**src/include/ssdi_defs.vh**
```
/*
  shared constants of the safety sensor diagnostic indicator: timing
  figures in their own units, cycle counts derived from the clock rate,
  fault class codes and controller state codes.
  assumes a single 50 MHz clock.
*/
`ifndef SSDI_DEFS_VH
`define SSDI_DEFS_VH

// clock rate
`define SSDI_CLK_HZ          32'h02FAF080
// fault analysis time before diagnostic drop and flash code, seconds
`define SSDI_ANALYSIS_S      10
// pending fault time before the failure state, seconds
`define SSDI_FAIL_S          60
// diagnostic pulse rate near the range limit, hertz
`define SSDI_DIAG_HZ         2
// longest self-test blanking, milliseconds
`define SSDI_BLANK_MS        2
// derived counts
`define SSDI_ANALYSIS_CYC    (`SSDI_ANALYSIS_S * `SSDI_CLK_HZ)
`define SSDI_FAIL_CYC        (`SSDI_FAIL_S * `SSDI_CLK_HZ)
`define SSDI_DIAG_HALF_CYC   (`SSDI_CLK_HZ / (2 * `SSDI_DIAG_HZ))
`define SSDI_BLANK_CYC       ((`SSDI_BLANK_MS * `SSDI_CLK_HZ) / 1000)
// lamp flash timing, freely chosen: yellow at the diagnostic rate
`define SSDI_YEL_HALF_CYC    `SSDI_DIAG_HALF_CYC
`define SSDI_PULSE_CYC       (`SSDI_CLK_HZ / 5)
`define SSDI_GAP_CYC         (`SSDI_CLK_HZ / 5)
`define SSDI_PAUSE_CYC       `SSDI_CLK_HZ

// fault class codes, equal to the red flash count
`define SSDI_CODE_NONE       3'h0
`define SSDI_CODE_OUT_A      3'h1
`define SSDI_CODE_OUT_B      3'h2
`define SSDI_CODE_CROSS      3'h3
`define SSDI_CODE_TEMP       3'h4
`define SSDI_CODE_ACT        3'h5

// controller states
`define SSDI_ST_OK           2'h0
`define SSDI_ST_ANALYSE      2'h1
`define SSDI_ST_WARN         2'h2
`define SSDI_ST_FAIL         2'h3

`endif
```
**src/hdl/ssdi_flasher.v**
```verilog
/*
  red flash code generator: repeats a burst of count pulses, each pulse
  on_cyc + 1 cycles long, separated by gap_cyc + 1, bursts separated by pause_cyc + 1.
  assumes count is held stable while run is high.
*/
`timescale 1ns/10ps
`include "ssdi_defs.vh"

module ssdi_flasher #(
  parameter integer CW = 32
) (
  // clock and reset
  input  wire          clk,
  input  wire          rst,
  // control
  input  wire          run,
  input  wire [2:0]    count,
  input  wire [CW-1:0] on_cyc,
  input  wire [CW-1:0] gap_cyc,
  input  wire [CW-1:0] pause_cyc,
  // lamp drive
  output reg           lamp
);

  localparam [1:0] PH_ON    = 2'h0;  // pulse lit
  localparam [1:0] PH_GAP   = 2'h1;  // dark between pulses
  localparam [1:0] PH_PAUSE = 2'h2;  // dark between bursts

  reg [1:0]    phase_reg;  // current phase
  reg [CW-1:0] tmr_reg;    // cycles left in phase
  reg [2:0]    pulse_reg;  // pulses given in burst

  // phase sequencer
  always @(posedge clk or posedge rst)
  begin
    if (rst)
    begin
      phase_reg <= PH_PAUSE;
      tmr_reg   <= {CW{1'b0}};
      pulse_reg <= 3'h0;
      lamp      <= 1'b0;
    end
    else if (!run)
    begin
      // idle: restart with a fresh burst
      phase_reg <= PH_PAUSE;
      tmr_reg   <= {CW{1'b0}};
      pulse_reg <= 3'h0;
      lamp      <= 1'b0;
    end
    else if (tmr_reg != {CW{1'b0}})
      tmr_reg <= tmr_reg - 1'b1;
    else
    begin
      case (phase_reg)
        PH_ON:
        begin
          // pulse done, count it
          lamp      <= 1'b0;
          pulse_reg <= pulse_reg + 3'h1;
          if (pulse_reg + 3'h1 >= count)
          begin
            phase_reg <= PH_PAUSE;
            tmr_reg   <= pause_cyc;
          end
          else
          begin
            phase_reg <= PH_GAP;
            tmr_reg   <= gap_cyc;
          end
        end
        PH_GAP, PH_PAUSE:
        begin
          // start next pulse
          if (phase_reg == PH_PAUSE)
            pulse_reg <= 3'h0;
          phase_reg <= PH_ON;
          tmr_reg   <= on_cyc;
          lamp      <= 1'b1;
        end
        default:
        begin
          phase_reg <= PH_PAUSE;
          lamp      <= 1'b0;
        end
      endcase
    end
  end

endmodule // ssdi_flasher

```
**src/hdl/ssdi_indicator.v**
```verilog
/*
  status and fault indication of a coded non-contact safety sensor:
  three-colour lamp, diagnostic output and redundant safety outputs.
  assumes all inputs synchronous to clk; fault inputs are levels from
  the sensing logic; safety inputs come from the previous chained sensor
  or are tied high by the outside wiring.
*/
// Overview of operation
// - ready and idle: green, outputs low
// - actuator in range: yellow, safety outputs on
// - limit range: yellow flashes, outputs stay on
// - coding, output, internal faults light red
// - new fault: steady red, then flash code
// - flash count gives fault class one to five
// - outputs stay on until fault lasts one minute
// - after one minute failure: steady red, outputs off
// - diagnostic high while actuated
// - diagnostic pulses 2 Hz near range limit
// - diagnostic drops ten seconds after fault
// - diagnostic warns before safety outputs drop
// - self-test blanking at most 2 ms
`timescale 1ns/10ps
`include "ssdi_defs.vh"

module ssdi_indicator #(
  parameter integer  CW           = 32,
  parameter integer  ANALYSIS_CYC = `SSDI_ANALYSIS_CYC,
  parameter [CW-1:0] FAIL_CYC     = `SSDI_FAIL_CYC,  // a minute exceeds the signed range
  parameter integer  DIAG_HALF    = `SSDI_DIAG_HALF_CYC,
  parameter integer  BLANK_CYC    = `SSDI_BLANK_CYC,
  parameter integer  YEL_HALF     = `SSDI_YEL_HALF_CYC,
  parameter integer  PULSE_CYC    = `SSDI_PULSE_CYC,
  parameter integer  GAP_CYC      = `SSDI_GAP_CYC,
  parameter integer  PAUSE_CYC    = `SSDI_PAUSE_CYC,
  parameter integer  CHAINED      = 1
) (
  // clock and reset
  input  wire clk,
  input  wire rst,
  // sensing conditions
  input  wire actuated,
  input  wire limit_range,
  // fault causes
  input  wire fault_out_a,
  input  wire fault_out_b,
  input  wire fault_cross,
  input  wire fault_temp,
  input  wire fault_coding,
  // chained safety inputs
  input  wire safety_input_a,
  input  wire safety_input_b,
  // self-test blanking request
  input  wire selftest_req,
  // lamp
  output reg  led_green,
  output reg  led_yellow,
  output wire led_red,
  // outputs
  output reg  diag_out,
  output reg  safety_output_a,
  output reg  safety_output_b
);

  reg [1:0]    state_reg;    // fault controller state
  reg [CW-1:0] ftmr_reg;     // time since fault appeared
  reg [2:0]    code_reg;     // latched fault class
  reg [CW-1:0] ytmr_reg;     // yellow flash divider
  reg          yel_ph_reg;   // yellow flash phase
  reg [CW-1:0] dtmr_reg;     // diagnostic 2 Hz divider
  reg          dph_reg;      // diagnostic pulse phase
  reg [CW-1:0] btmr_reg;     // blanking length counter
  reg          red_steady;   // steady red
  wire         flash_lamp;   // red flash pattern
  reg [2:0]    code_next;    // encoded fault class
  wire         any_fault;    // some fault present
  wire         inputs_ok;    // chain inputs satisfied
  reg          enable_next;  // safety enable before blanking

  // priority encoder: cross-wire outranks single-output faults
  always @*
  begin
    if (fault_cross)
      code_next = `SSDI_CODE_CROSS;
    else if (fault_out_a)
      code_next = `SSDI_CODE_OUT_A;
    else if (fault_out_b)
      code_next = `SSDI_CODE_OUT_B;
    else if (fault_temp)
      code_next = `SSDI_CODE_TEMP;
    else if (fault_coding)
      code_next = `SSDI_CODE_ACT;
    else
      code_next = `SSDI_CODE_NONE;
  end

  assign any_fault = (code_next != `SSDI_CODE_NONE);
  // chained inputs must both be high, single variants ignore them
  assign inputs_ok = (CHAINED == 0) || (safety_input_a && safety_input_b);

  // fault controller: analysis, warning, failure
  always @(posedge clk or posedge rst)
  begin
    if (rst)
    begin
      state_reg <= `SSDI_ST_OK;
      ftmr_reg  <= {CW{1'b0}};
      code_reg  <= `SSDI_CODE_NONE;
    end
    else if (!any_fault)
    begin
      // fault gone: back to normal
      state_reg <= `SSDI_ST_OK;
      ftmr_reg  <= {CW{1'b0}};
      code_reg  <= `SSDI_CODE_NONE;
    end
    else
    begin
      case (state_reg)
        `SSDI_ST_OK:
        begin
          // new fault starts the analysis
          state_reg <= `SSDI_ST_ANALYSE;
          ftmr_reg  <= {CW{1'b0}};
          code_reg  <= code_next;
        end
        `SSDI_ST_ANALYSE:
        begin
          ftmr_reg <= ftmr_reg + 1'b1;
          if (ftmr_reg + 1'b1 >= ANALYSIS_CYC[CW-1:0])
            state_reg <= `SSDI_ST_WARN;
        end
        `SSDI_ST_WARN:
        begin
          ftmr_reg <= ftmr_reg + 1'b1;
          if (ftmr_reg + 1'b1 >= FAIL_CYC[CW-1:0])
            state_reg <= `SSDI_ST_FAIL;
        end
        `SSDI_ST_FAIL:
          state_reg <= `SSDI_ST_FAIL;
        default:
          state_reg <= `SSDI_ST_OK;
      endcase
    end
  end

  // yellow flash and diagnostic 2 Hz dividers
  always @(posedge clk or posedge rst)
  begin
    if (rst)
    begin
      ytmr_reg   <= {CW{1'b0}};
      yel_ph_reg <= 1'b1;
      dtmr_reg   <= {CW{1'b0}};
      dph_reg    <= 1'b1;
    end
    else if (!limit_range)
    begin
      // restart both patterns lit
      ytmr_reg   <= {CW{1'b0}};
      yel_ph_reg <= 1'b1;
      dtmr_reg   <= {CW{1'b0}};
      dph_reg    <= 1'b1;
    end
    else
    begin
      if (ytmr_reg + 1'b1 >= YEL_HALF[CW-1:0])
      begin
        ytmr_reg   <= {CW{1'b0}};
        yel_ph_reg <= ~yel_ph_reg;
      end
      else
        ytmr_reg <= ytmr_reg + 1'b1;
      if (dtmr_reg + 1'b1 >= DIAG_HALF[CW-1:0])
      begin
        dtmr_reg <= {CW{1'b0}};
        dph_reg  <= ~dph_reg;
      end
      else
        dtmr_reg <= dtmr_reg + 1'b1;
    end
  end

  // red flash code, only in the warning state
  ssdi_flasher #(
    .CW (CW)
  ) u_flasher (
    .clk       (clk),
    .rst       (rst),
    .run       (state_reg == `SSDI_ST_WARN),
    .count     (code_reg),
    .on_cyc    (PULSE_CYC[CW-1:0]),
    .gap_cyc   (GAP_CYC[CW-1:0]),
    .pause_cyc (PAUSE_CYC[CW-1:0]),
    .lamp      (flash_lamp)
  );

  // safety enable: needs actuation and chain inputs, off in failure, never delayed there
  always @*
  begin
    enable_next = actuated && inputs_ok && (state_reg != `SSDI_ST_FAIL);
  end

  // lamp, diagnostic and safety outputs
  always @(posedge clk or posedge rst)
  begin
    if (rst)
    begin
      led_green       <= 1'b0;
      led_yellow      <= 1'b0;
      red_steady      <= 1'b0;
      diag_out        <= 1'b0;
      safety_output_a <= 1'b0;
      safety_output_b <= 1'b0;
      btmr_reg        <= {CW{1'b0}};
    end
    else
    begin
      // red steady during analysis and failure
      red_steady <= any_fault && ((state_reg == `SSDI_ST_OK) ||
                    (state_reg == `SSDI_ST_ANALYSE) ||
                    (state_reg == `SSDI_ST_FAIL));
      led_green  <= !any_fault && !actuated;
      led_yellow <= !any_fault && actuated &&
                    (!limit_range || yel_ph_reg);
      // diagnostic: high when actuated, pulsed at limit, low after analysis
      if (state_reg == `SSDI_ST_WARN || state_reg == `SSDI_ST_FAIL)
        diag_out <= 1'b0;
      else
        diag_out <= actuated && (!limit_range || dph_reg);
      // self-test blanking capped in length
      if (enable_next && selftest_req && btmr_reg < BLANK_CYC[CW-1:0])
      begin
        btmr_reg        <= btmr_reg + 1'b1;
        safety_output_a <= 1'b0;
        safety_output_b <= 1'b0;
      end
      else
      begin
        if (!selftest_req)
          btmr_reg <= {CW{1'b0}};
        safety_output_a <= enable_next;
        safety_output_b <= enable_next;
      end
    end
  end

  assign led_red = red_steady | flash_lamp;

endmodule // ssdi_indicator

```
**config.mk**
```make
export PLATFORM = sky130hd
export DESIGN_NAME = ssdi_indicator
export DESIGN_NICKNAME = d
export VERILOG_FILES = /design/src/hdl/ssdi_flasher.v /design/src/hdl/ssdi_indicator.v
export VERILOG_INCLUDE_DIRS = /design/src /design/src/include
export SDC_FILE = /design/constraint.sdc
export NUM_CORES = 1
export LEC_CHECK = 0
export ABC_CLOCK_PERIOD_IN_PS = 7100
export BUFFER_PORTS_ARGS = -buffer_cell sky130_fd_sc_hd__buf_2
export CAP_MARGIN = 15
export CORE_MARGIN = 2
export CORE_UTILIZATION = 64
export DETAILED_ROUTE_END_ITERATION = 7
export PLACE_DENSITY_LB_ADDON = 0.3
export RECOVER_POWER = 100
export SLEW_MARGIN = 25
export SYNTH_ARGS = -nofsm -noshare
export SYNTH_HDL_FRONTEND = slang
export SYNTH_SLANG_ARGS = --single-unit
```
**constraint.sdc**
```tcl
create_clock -name clk -period 7.1 [get_ports clk]
set_input_delay 1.42 -clock clk [delete_from_list [all_inputs] [get_ports clk]]
set_output_delay 1.42 -clock clk [all_outputs]
set_load 0.05 [all_outputs]
```
# Word level (Yosys, flattened, before mapping)

Cells that the tools add are included.

Flip-flop bits (word level): 178
Bits of input ports: 12
Output and inout port bits: 6

Add/subtract/negate cells: 6
$lt $le $gt $ge: 6
Equality and inequality tests: 17
Multiplexer cells: 40
Bitwise gates (word level): 3
Reduce and logical (&&, ||, !) cells: 26

Operators with widths:

| cell                                                   | number |
|---|---|
| 2-to-1 mux 32 bit                                      | 9 |
| adder 32 x 1 -> 32 bit (second input constant)         | 4 |
| case mux 32 bit (2 select lines)                       | 2 |
| >= comparator 32 x 24 -> 1 bit (second input constant) | 2 |
| >= comparator 32 x 29 -> 1 bit (second input constant) | 1 |
| >= comparator 32 bit (second input constant)           | 1 |
| < comparator 32 x 17 -> 1 bit (second input constant)  | 1 |
| nonzero test 32 bit                                    | 1 |
| subtractor 32 x 1 -> 32 bit (second input constant)    | 1 |
| 2-to-1 mux 3 bit                                       | 10 |
| 2-to-1 mux 26 bit                                      | 1 |
| 2-to-1 mux 2 bit                                       | 6 |
| != test 3 bit (second input constant)                  | 4 |
| logical AND 1 bit                                      | 10 |
| 2-to-1 mux 1 bit                                       | 9 |
| != test 2 x 1 -> 1 bit (second input constant)         | 4 |
| case mux 2 bit (4 select lines)                        | 1 |
| equality test 2 bit (second input constant)            | 3 |
| case mux 3 bit (2 select lines)                        | 1 |
| logical OR 1 bit                                       | 5 |
| equality test 2 x 1 -> 1 bit (second input constant)   | 2 |
| zero test 2 bit                                        | 2 |
| != test 2 bit (second input constant)                  | 2 |
| != test 4 bit (second input constant)                  | 1 |
| 11 further kinds                                       | 15 |

# Depth between registers and ports, before layout

Gate-level depths: netlist (run 1).

Word-level depth: 9
Mapped depth: 12

# Hierarchy

From an unflattened synthesis (run 1), not the netlist that was laid out.

Cells, all modules: 1250
Area total of the unflattened synthesis: 10781.6 um2

By module, submodules not included:

| module         | times used | cells an instance | area each (um2) |
|---|---|---|---|
| ssdi_indicator | 1          | 866               | 7708.6 |
| ssdi_flasher   | 1          | 384               | 3072.9 |

# Worst setup path before layout (run 1)

Ideal clock, no wire load.

Kind: input -> register
From: in fault_temp
To: reg ftmr_reg[15]
Library setup time: 0.134 ns
Arrival time: 3.484 ns
Required time: 6.966 ns
Setup slack: 3.482 ns
Cell stages on the path: 8
Path buffers: 2
Path through: or2_2 -> nor4_1 -> nand2b_1 -> clkbuf_1 -> clkbuf_1 -> nor2_1 -> o21ai_0 -> o31ai_1

Word-level cells in the longest chain between the ends: 6
Elaborated cells on any way between the ends: 7
Classes of those cells: eq/ne: 1; mux: 5; reduce/logical: 1

RTL lines:

| element                                                                      | line                 | text |
|---|---|---|
| start: declaration                                                           | ssdi_indicator.v:47  | `input wire fault_temp,` |
| 2-to-1 mux 3 bit (*)                                                         | ssdi_indicator.v:88  | `else if (fault_temp)` |
| 2-to-1 mux 3 bit (*)                                                         | ssdi_indicator.v:86  | `else if (fault_out_b)` |
| 2-to-1 mux 3 bit (*)                                                         | ssdi_indicator.v:84  | `else if (fault_out_a)` |
| 2-to-1 mux 3 bit (*)                                                         | ssdi_indicator.v:82  | `if (fault_cross)` |
| nonzero test 3 bit (no source line) (*)                                      | n/a                  |  |
| != test 3 x 2 -> 1 bit (no source line) or 2-to-1 mux 32 bit (tied branches) | n/a                  |  |
| end signal: assignment                                                       | ssdi_indicator.v:106 | `ftmr_reg <= {CW{1'b0}};` |
| end signal: assignment                                                       | ssdi_indicator.v:113 | `ftmr_reg <= {CW{1'b0}};` |
| end signal: assignment                                                       | ssdi_indicator.v:123 | `ftmr_reg <= {CW{1'b0}};` |
| end: declaration                                                             | ssdi_indicator.v:65  | `reg [CW-1:0] ftmr_reg;` |

Mark *: on every way between the ends. The rest lies on a longest branch, timed or not.
A chain may end at the register's enable or synchronous reset.

==> impl_metrics.py, run 1 <==
metrics = {
    "sta": {
        "fin_tns_setup_ns": 0,
        "slew_headroom": -1.69,
        "min_period_ns": 4.08,
        "worstMarginPinSlew_ns": 4.01,
        "setup_viol": 0,
        "final-hold-violation-count": 0,
        "maxSlewViolCount": 93,
        "rsz0062_at_grt": "no",
        "clock_skew_ns": 0.00802,
        "period_share": 0.575,
        "fmax_mhz": 245,
    },
    "logic_synthesis": {
        "muxShareOfSynthArea": 0.0115,
        "netlist_area_um2": 10000,
        "synth_top_cell_by_area": "dfrtp_1",
        "synth_edf_count": 0,
        "synth_top_family_by_area": "simple AND/OR/NAND/NOR gates",
        "synth-xor-area-share": 0.0744,
        "synth_compound_area_frac": 0.143,
        "ys_ff_latch": 178,
        "seq_area_frac_synth": 0.446,
        "synthAdderAreaFrac": 0.0250,
        "yosys_warnings": 0,
        "async_reset_ff_frac": 1.00,
        "yosysMostFrequentCell": "dfrtp_1",
        "yosys.area.top_type_share": 0.438,
        "yosys.area_share.simple": 0.265,
        "ys_top_cells_by_area": "dfrtp_1 (44%), nor2_1 (4.7%), o21ai_0 (4.0%)",
        "synthTopCellsByCount": "dfrtp_1 (175), nor2_1 (124), nand2_1 (95)",
        "syn_inst": 1116,
        "avgSynthCellArea_um2": 8.96,
        "synthFlopType": "dfrtp_1",
        "ys_types": 72,
    },
    "pwr": {
        "p_total_uw": 3190,
        "peakVddDrop_uv": 298,
        "p_leak_uw": 0.00444,
        "power_density_nw_per_um2": 295,
    },
    "route": {
        "vias": 8064,
        "ant_nets": 0,
        "drt_iter0_drc": 615,
        "drc": 0,
        "dr.pass1.iters": 6,
        "drt-wirelength-per-cell_um": 15.1,
        "vias_per_cell": 6.01,
        "drt-total-wl_mm": 20.2,
    },
    "cts": {
        "holdBufCountCts": 0,
        "clockBufferDepth": 2,
        "path_clk_slew_ns": 0.06,
        "ctsRootBufferMaster": "clkbuf_16",
        "cts_buffers": 17,
        "cts_resized": 0,
        "cts_max_level": 4,
        "cts.sinks": 178,
        "post_cts_buffers": 0,
        "cts_tree": "built",
        "clock_latency_ns": 0.43,
    },
    "setup_path": {
        "cpPeakStageDelay_ns": 2.21,
        "critPathTopFamily": "buffers and inverters",
        "path_max_fanout": 92,
        "cp-startpoint": "rst",
        "cp.arrival_ns": 4.55,
        "critPathSlowestCell": "clkinvlp_2",
        "r2r-start": "dtmr_reg[0]$_DFF_PP0_",
        "endpoint_kind": "asynchronous set/reset pin",
        "reg2reg_depth": 10,
        "path_buf_inv": 3,
        "path_class": "input port to asynchronous set/reset pin",
        "cp-start-kind": "input port",
        "worstPathRequired_ns": 7.57,
        "crit_chain": "buf_2, clkinvlp_2, buf_6",
        "worst-path-stages": 3,
    },
    "global_routing": {
        "groute.usage.overall": 0.258,
        "grt_pass1_wl_mm": 35.0,
        "grt_pass1_vias": 7555,
        "grt-ovfl-total": 0,
        "grt_start_max_net_pins": 93,
        "antenna_found_initial": 0,
    },
    "placed_design": {
        "hpwl_mm": 13.3,
        "place_congestion": 0.840,
        "port-buffer-count": 17,
        "dpl_cell_area_um2": 10200,
    },
    "flow_run": {
        "drv_cap": 1,
    },
    "die": {
        "dieWidth_um": 129,
        "rows": 45,
        "core_um2": 15300,
        "initial_core_util": 0.656,
        "die_h_um": 129,
        "die_area_um2": 16600,
        "ios": 18,
    },
    "layout": {
        "area_growth_pct": 8.22,
        "antenna_cells": 0,
        "drive_gt1_frac": 0.0619,
        "fillCellCount": 1131,
        "design_area_um2": 10800,
        "fin_nets": 1150,
    },
    "run_status": {
        "status": "complete, but fails checks",
        "violations": "capacitance limit, slew limit",
    },
    "worst_hold_path": {
        "hp-start": "btmr_reg[17]$_DFFE_PP0P_",
        "min_path_type": "flip-flop to flip-flop",
        "whs_path_depth": 1,
    },
}
through the flow:
step,utilization,hold WS (ns),std cells,setup slack (ns)
6_report,0.709,0.490,1342,3.02
5_1_grt,0.709,0.504,1342,2.30
4_1_cts,0.711,0.491,1342,3.32
3_5_place_dp,0.671,0.473,1310,3.02
3_3_place_gp,0.671,0.458,1310,3.11
2_1_floorplan,-,0.448,1131,0.855
area by class of cell:
type / count / area [um^2] / area share
Timing Repair Buffer: 27 / 141 / 0.0131
Clock buffer: 24 / 492 / 0.0454
Inverter: 27 / 103 / 0.00948
Tap cell: 211 / 264 / 0.0244
Clock inverter: 8 / 124 / 0.0114
Sequential cell: 178 / 4460 / 0.412
Multi-Input combinational cell: 867 / 5240 / 0.484
final timing paths:
kind                            slack, ns                  endpoint
max in group clk                     3.02  btmr_reg[15]$_DFFE_PP0P_
worst max-delay path                 3.02  btmr_reg[16]$_DFFE_PP0P_
min in group asynchronous            2.16  ftmr_reg[28]$_DFFE_PP0P_
worst max register to register       3.30       dph_reg$_DFFE_PP1P_
worst min-delay path                 0.49  btmr_reg[17]$_DFFE_PP0P_
worst min register to register       0.49  btmr_reg[17]$_DFFE_PP0P_
worst reg2reg max path: stages (launching register included):
cell       delay, ns
dfrtp_1         0.40
ha_1            0.22
and4_1          0.25
and3_1          0.39
nand3_1         0.23
nor2_1          0.17
xnor2_1         0.18
o21ai_0         0.14
a2111oi_0       0.59
nand2_1         0.67
mux2_2          0.48
cell usage in the layout, fill, tap and decap left out, types with 8 or more instances in the layout:
cell / Yosys / final
buf_2: 4 / 8
or4_1: 10 / 10
nand4_1: 39 / 39
o31ai_1: 18 / 18
ha_1: 20 / 20
a21o_1: 10 / 10
and3_1: 21 / 21
dfrtp_1: 175 / 175
clkbuf_1: 48 / 15
xnor2_1: 40 / 40
and2_1: 23 / 10
inv_1: 27 / 26
nor2_1: 124 / 124
a31oi_1: 12 / 12
nand2_1: 95 / 95
nor2b_1: 17 / 17
or3_1: 14 / 14
or2_2: 11 / 11
xor2_1: 45 / 45
and2_0: 1 / 14
clkbuf_16: 0 / 17
conb_1: 1 / 16
o21ai_0: 80 / 81
a21oi_1: 37 / 37
and4_1: 12 / 12
nor4_1: 25 / 25
nand3_1: 55 / 55
nor3_1: 34 / 34
layer usage:
metal | vias up | GRT usage | wire (um)
li1 | 3995 | - | -
met1 | 3854 | 0.360 | 9560
met2 | 185 | 0.415 | 9490
met3 | 30 | 0.0429 | 795
met4 | 0 | 0.0844 | 373
met5 | - | 0 | 0
cells by family after synthesis:
| logic type | Yosys count |
|---|---|
| buf+inv | 86 |
| flops | 178 |
| xor+xnor | 85 |
| simple gates | 511 |
| compound gates | 224 |
| mux | 11 |
| fa+ha+maj | 20 |
| other cells | 1 |
power by group:
part | internal [uW] | switching, uW | leakage (uW) | total (uW)
Clock | 592 | 381 | 0.000297 | 973
Combinational | 369 | 702 | 0.00173 | 1070
Sequential | 1080 | 66.0 | 0.00241 | 1150
Total | 2040 | 1150 | 0.00444 | 3190
Power figures use the tool's default switching activity.
==> inputs of run 2 (changes only) <==
--- a/config.mk
+++ b/config.mk
@@ -6,7 +6,7 @@
 export SDC_FILE = /design/constraint.sdc
 export NUM_CORES = 1
 export LEC_CHECK = 0
-export ABC_CLOCK_PERIOD_IN_PS = 7100
+export ABC_CLOCK_PERIOD_IN_PS = 3800
 export BUFFER_PORTS_ARGS = -buffer_cell sky130_fd_sc_hd__buf_2
 export CAP_MARGIN = 15
 export CORE_MARGIN = 2
==> constraint.sdc (replaced) <==
create_clock -name clk -period 3.8 [get_ports clk]
set_input_delay 0.76 -clock clk [delete_from_list [all_inputs] [get_ports clk]]
set_output_delay 0.76 -clock clk [all_outputs]
set_load 0.05 [all_outputs]
==> impl_metrics.py, run 2 (synthesis results as in run 1) <==
metrics = {
    "run_status": {
        "status": "complete, no violations",
    },
    "die": {
        "ios": 18,
        "core_um2": 15300,
        "die_h_um": 129,
        "die_area_um2": 16600,
        "dieWidth_um": 129,
        "initial_core_util": 0.656,
        "rows": 45,
    },
    "sta": {
        "fin_tns_setup_ns": 0,
        "setup_viol": 0,
        "min_period_ns": 3.38,
        "finalHoldWorstSlack_ns": 0.486,
        "worstMarginPinSlew_ns": 1.45,
        "worst_slack_ns": 0.419,
        "final-hold-violation-count": 0,
        "maxSlewViolCount": 0,
        "fmax_mhz": 296,
        "slew_headroom": 0.0321,
        "period_share": 0.890,
        "clock_skew_ns": 0.00942,
        "rsz0062_at_grt": "no",
    },
    "route": {
        "drt_iter0_drc": 602,
        "drt-wirelength-per-cell_um": 15.2,
        "dr.pass1.iters": 5,
        "vias": 8181,
        "drt-total-wl_mm": 20.6,
        "ant_nets": 0,
        "vias_per_cell": 6.04,
        "drc": 0,
    },
    "placed_design": {
        "port-buffer-count": 17,
        "dp_slack_ns": 0.603,
        "hpwl_mm": 13.5,
        "place_congestion": 0.902,
    },
    "layout": {
        "antenna_cells": 0,
        "area_growth_pct": 8.78,
        "drive_gt1_frac": 0.0691,
        "fin_nets": 1162,
        "final_common_cell": "dfrtp_1",
        "final_cell_mix": "dfrtp_1 (175), nor2_1 (124), nand2_1 (95), o21ai_0 (81), nand3_1 (56)",
    },
    "global_routing": {
        "grt_start_max_net_pins": 113,
        "groute.usage.overall": 0.266,
        "grt_pass1_vias": 7775,
        "antenna_found_initial": 0,
        "grt_pass1_wl_mm": 35.9,
        "grt-ovfl-total": 0,
    },
    "setup_path": {
        "reg2reg_depth": 9,
        "endpoint_kind": "flip-flop",
        "r2r_slack_ns": 0.42,
        "cp.arrival_ns": 3.69,
        "worstPathRequired_ns": 4.11,
        "cp-startpoint": "ftmr_reg[15]$_DFFE_PP0P_",
        "cp-start-kind": "flip-flop",
        "r2r-end": "state_reg[0]$_DFFE_PP0P_",
        "critPathSlowestCell": "or4_4",
        "cpPeakStageDelay_ns": 0.63,
        "path_class": "flip-flop to flip-flop",
        "cp_common_cell": "or4_4",
        "r2r-start": "ftmr_reg[15]$_DFFE_PP0P_",
        "crit_path_end": "state_reg[0]$_DFFE_PP0P_",
        "crit_chain": "nand3_1, or4_4, or4_4, xor2_1, or4_1, a31oi_1, o31a_2, and3_1, nor3_1",
        "path_max_fanout": 10,
    },
    "cts": {
        "clock_latency_ns": 0.44,
        "cts.sinks": 178,
        "post_cts_buffers": 0,
        "ctsRootBufferMaster": "clkbuf_16",
        "holdBufCountCts": 0,
        "path_clk_slew_ns": 0.07,
        "cts_max_level": 4,
        "cts_buffers": 17,
        "clockBufferDepth": 2,
        "cts_tree": "built",
        "cts_resized": 0,
    },
    "pwr": {
        "power_density_nw_per_um2": 550,
        "p_comb_frac": 0.337,
        "internal-power_uw": 3790,
        "clkPwrFrac": 0.305,
        "swShare": 0.367,
        "p_seq_frac": 0.358,
        "p_leak_uw": 0.00447,
        "p_total_uw": 5980,
        "power_switching_uw": 2190,
        "peakVddDrop_uv": 411,
    },
    "worst_hold_path": {
        "min_path_type": "flip-flop to flip-flop",
    },
    "flow_run": {
        "drv_cap": 0,
    },
}
run 2: stage by stage:
stage           util  instance area, um^2  instances
4_1_cts        0.718                11000       1354
6_report       0.713                10900       1354
3_3_place_gp   0.678                10300       1322
5_1_grt        0.713                10900       1354
3_5_place_dp   0.678                10300       1322
2_1_floorplan      -                10100       1131
run 2: final cells by class:
cell class	instances	area [um^2]
Clock inverter	14	179
Fill cell	1177	4380
Inverter	27	103
Multi-Input combinational cell	867	5240
Timing Repair Buffer	39	196
Sequential cell	178	4460
Tap cell	211	264
Clock buffer	18	439
run 2: per-layer routing:
metal  GRT usage  routed length [um]  vias to the layer above  share of wire
met4       0.102                 495                        0          0.024
met5           0                   0                        -              0
met3      0.0533                 746                       39          0.036
met2       0.427                9970                      175           0.48
li1            -                   -                     4020              -
met1       0.360                9350                     3947           0.45
run 2: worst max-delay path: cells and delay by family, from the launching register on:
family	cells	cell delay, ns
AOI/OAI and AO/OA	2	0.35
xor gates and xnor gates	1	0.19
DFF	1	0.53
and+or+nand+nor	6	2.17
run 2: how the worst min path moves through the flow:
stage                                        start                       end  slack [ns]  cells after the start
after floorplan              dtmr_reg[0]$_DFF_PP0_     dtmr_reg[0]$_DFF_PP0_        0.45                      1
after global placement    btmr_reg[27]$_DFFE_PP0P_  btmr_reg[27]$_DFFE_PP0P_        0.47                      1
after detailed placement  btmr_reg[23]$_DFFE_PP0P_  btmr_reg[23]$_DFFE_PP0P_        0.47                      1
after CTS                                      rst  ftmr_reg[24]$_DFFE_PP0P_        0.39                      2
after global routing      btmr_reg[30]$_DFFE_PP0P_  btmr_reg[30]$_DFFE_PP0P_        0.50                      1
final                        ytmr_reg[0]$_DFF_PP0_     ytmr_reg[0]$_DFF_PP0_        0.49                      1
run 2: power groups by stage:
stage	clock network [uW]	logic [uW]	registers (uW)
6_report	1820	2020	2140
4_1_cts	1860	2070	2140
5_1_grt	1930	2250	2160
2_1_floorplan	0	1600	2140
3_5_place_dp	0	2030	2170
3_3_place_gp	0	2010	2160
==> inputs of run 3 (changes only) <==
--- a/config.mk
+++ b/config.mk
@@ -12,7 +12,7 @@
 export CORE_MARGIN = 2
 export CORE_UTILIZATION = 64
 export DETAILED_ROUTE_END_ITERATION = 7
-export PLACE_DENSITY_LB_ADDON = 0.3
+export PLACE_DENSITY = 0.84
 export RECOVER_POWER = 100
 export SLEW_MARGIN = 25
 export SYNTH_ARGS = -nofsm -noshare
==> impl_metrics.py, run 3 (synthesis results as in run 1) <==
metrics = {
    "global_routing": {
        "grt-ovfl-total": 0,
        "grt_start_max_net_pins": 53,
        "antenna_found_initial": 0,
        "groute.usage.overall": 0.263,
        "grt_pass1_vias": 7580,
        "grt_pass1_wl_mm": 35.7,
    },
    "die": {
        "die_h_um": 129,
        "rows": 45,
        "die_area_um2": 16600,
        "core_um2": 15300,
        "initial_core_util": 0.656,
        "dieWidth_um": 129,
        "ios": 18,
    },
    "sta": {
        "maxSlewViolCount": 34,
        "fin_tns_setup_ns": 0,
        "setup_viol": 0,
        "min_period_ns": 3.50,
        "final-hold-violation-count": 0,
        "clock_skew_ns": 0.0107,
        "period_share": 0.920,
        "slew_headroom": -0.0143,
        "worstMarginPinSlew_ns": 1.51,
        "fmax_mhz": 286,
        "finalHoldWorstSlack_ns": 0.481,
        "rsz0062_at_grt": "no",
    },
    "setup_path": {
        "cpPeakStageDelay_ns": 0.63,
        "path_buf_inv": 0,
        "critPathTopFamily": "simple AND/OR/NAND/NOR gates",
        "critPathSlowestCell": "or4_4",
        "cp-startpoint": "ftmr_reg[15]$_DFFE_PP0P_",
        "cp_common_cell": "or4_4",
        "endpoint_kind": "flip-flop",
        "worstPathRequired_ns": 4.11,
        "path_max_fanout": 10,
        "path_class": "flip-flop to flip-flop",
        "crit_chain": "nand3_1, or4_4, or4_4, xor2_1, or4_1, a31oi_1, o31a_2, and3_1, nor3_1",
        "cp-start-kind": "flip-flop",
        "r2r-start": "ftmr_reg[15]$_DFFE_PP0P_",
        "cp.arrival_ns": 3.80,
    },
    "route": {
        "drt-wirelength-per-cell_um": 15.6,
        "dr.pass1.iters": 5,
        "vias": 8283,
        "vias_per_cell": 6.12,
        "drc": 0,
        "drt_iter0_drc": 843,
        "drt-total-wl_mm": 21.2,
        "ant_nets": 0,
    },
    "placed_design": {
        "place_congestion": 0.920,
        "hpwl_mm": 14.1,
        "port-buffer-count": 17,
        "dpl_cell_area_um2": 10400,
    },
    "pwr": {
        "clkPwrFrac": 0.302,
        "power_switching_uw": 2240,
        "p_total_uw": 5980,
        "peakVddDrop_uv": 662,
        "p_seq_frac": 0.358,
        "swShare": 0.375,
        "p_comb_frac": 0.340,
        "power_density_nw_per_um2": 551,
        "internal-power_uw": 3740,
        "p_leak_uw": 0.00448,
    },
    "layout": {
        "final_common_cell": "dfrtp_1",
        "drive_gt1_frac": 0.0700,
        "final_util": 0.712,
        "design_area_um2": 10900,
        "final_cell_mix": "dfrtp_1 (175), nor2_1 (124), nand2_1 (95), o21ai_0 (81), nand3_1 (56)",
        "area_growth_pct": 8.66,
        "fin_nets": 1162,
        "fillCellCount": 1137,
        "antenna_cells": 0,
    },
    "cts": {
        "holdBufCountCts": 0,
        "clock_latency_ns": 0.44,
        "cts_max_level": 4,
        "ctsRootBufferMaster": "clkbuf_16",
        "cts_resized": 0,
        "clockBufferDepth": 2,
        "path_clk_slew_ns": 0.07,
        "post_cts_buffers": 0,
        "cts_tree": "built",
        "cts_buffers": 17,
        "cts.sinks": 178,
    },
    "worst_hold_path": {
        "min_path_type": "flip-flop to flip-flop",
        "hp-start": "dtmr_reg[0]$_DFF_PP0_",
    },
    "run_status": {
        "violations": "capacitance limit, slew limit",
        "status": "complete, but fails checks",
    },
    "flow_run": {
        "drv_cap": 1,
    },
}
-- run 3: cell count changes in the layout (fill, tap and decap cells not counted) --
cell | before | now
inv_8 | 0 | 3
clkbuf_1 | 19 | 18
clkinv_4 | 4 | 2
and2_0 | 16 | 11
clkbuf_2 | 0 | 2
and2_1 | 8 | 13
clkinvlp_4 | 3 | 1
inv_6 | 3 | 5
bufinv_16 | 3 | 2
clkbuf_4 | 1 | 0
-- run 3: final timing paths --
path,cells after the start,slack (ns),endpoint
max,9,0.30,state_reg[1]$_DFFE_PP0P_
min,1,0.48,dtmr_reg[0]$_DFF_PP0_
max reg2reg,9,0.30,state_reg[1]$_DFFE_PP0P_
min reg2reg,1,0.48,dtmr_reg[0]$_DFF_PP0_
max in group asynchronous,3,1.27,dtmr_reg[7]$_DFF_PP0_
min in group asynchronous,2,0.66,led_yellow$_DFF_PP0_
-- run 3: power by group through the flow --
stage / clock network (uW) / logic, uW / registers [uW]
after floorplan: 0 / 1600 / 2140
after global placement: 0 / 2020 / 2170
after detailed placement: 0 / 2070 / 2170
after CTS: 1830 / 2090 / 2140
after global routing: 1920 / 2300 / 2160
final: 1810 / 2030 / 2140
-- run 3: through the flow --
stage	worst slack, ns	instances
floorplan	0.754	1131
global placement	0.647	1322
detailed placement	0.499	1322
CTS	0.491	1354
global route	0.134	1354
finish	0.303	1354
-- run 3: routing by layer --
metal  wire length, um  share of wire  track usage
met5                 0              0            0
met4               362          0.017       0.0767
met3               974          0.046       0.0512
met2             10300           0.48        0.436
met1              9570           0.45        0.354
-- run 3: layout make-up --
class                           instances  area [um^2]  area share
Inverter                               27          103     0.00944
Sequential cell                       178         4460       0.410
Clock buffer                           18          439      0.0404
Clock inverter                         14          168      0.0154
Tap cell                              211          264      0.0243
Multi-Input combinational cell        867         5240       0.482
Timing Repair Buffer                   39          195      0.0180
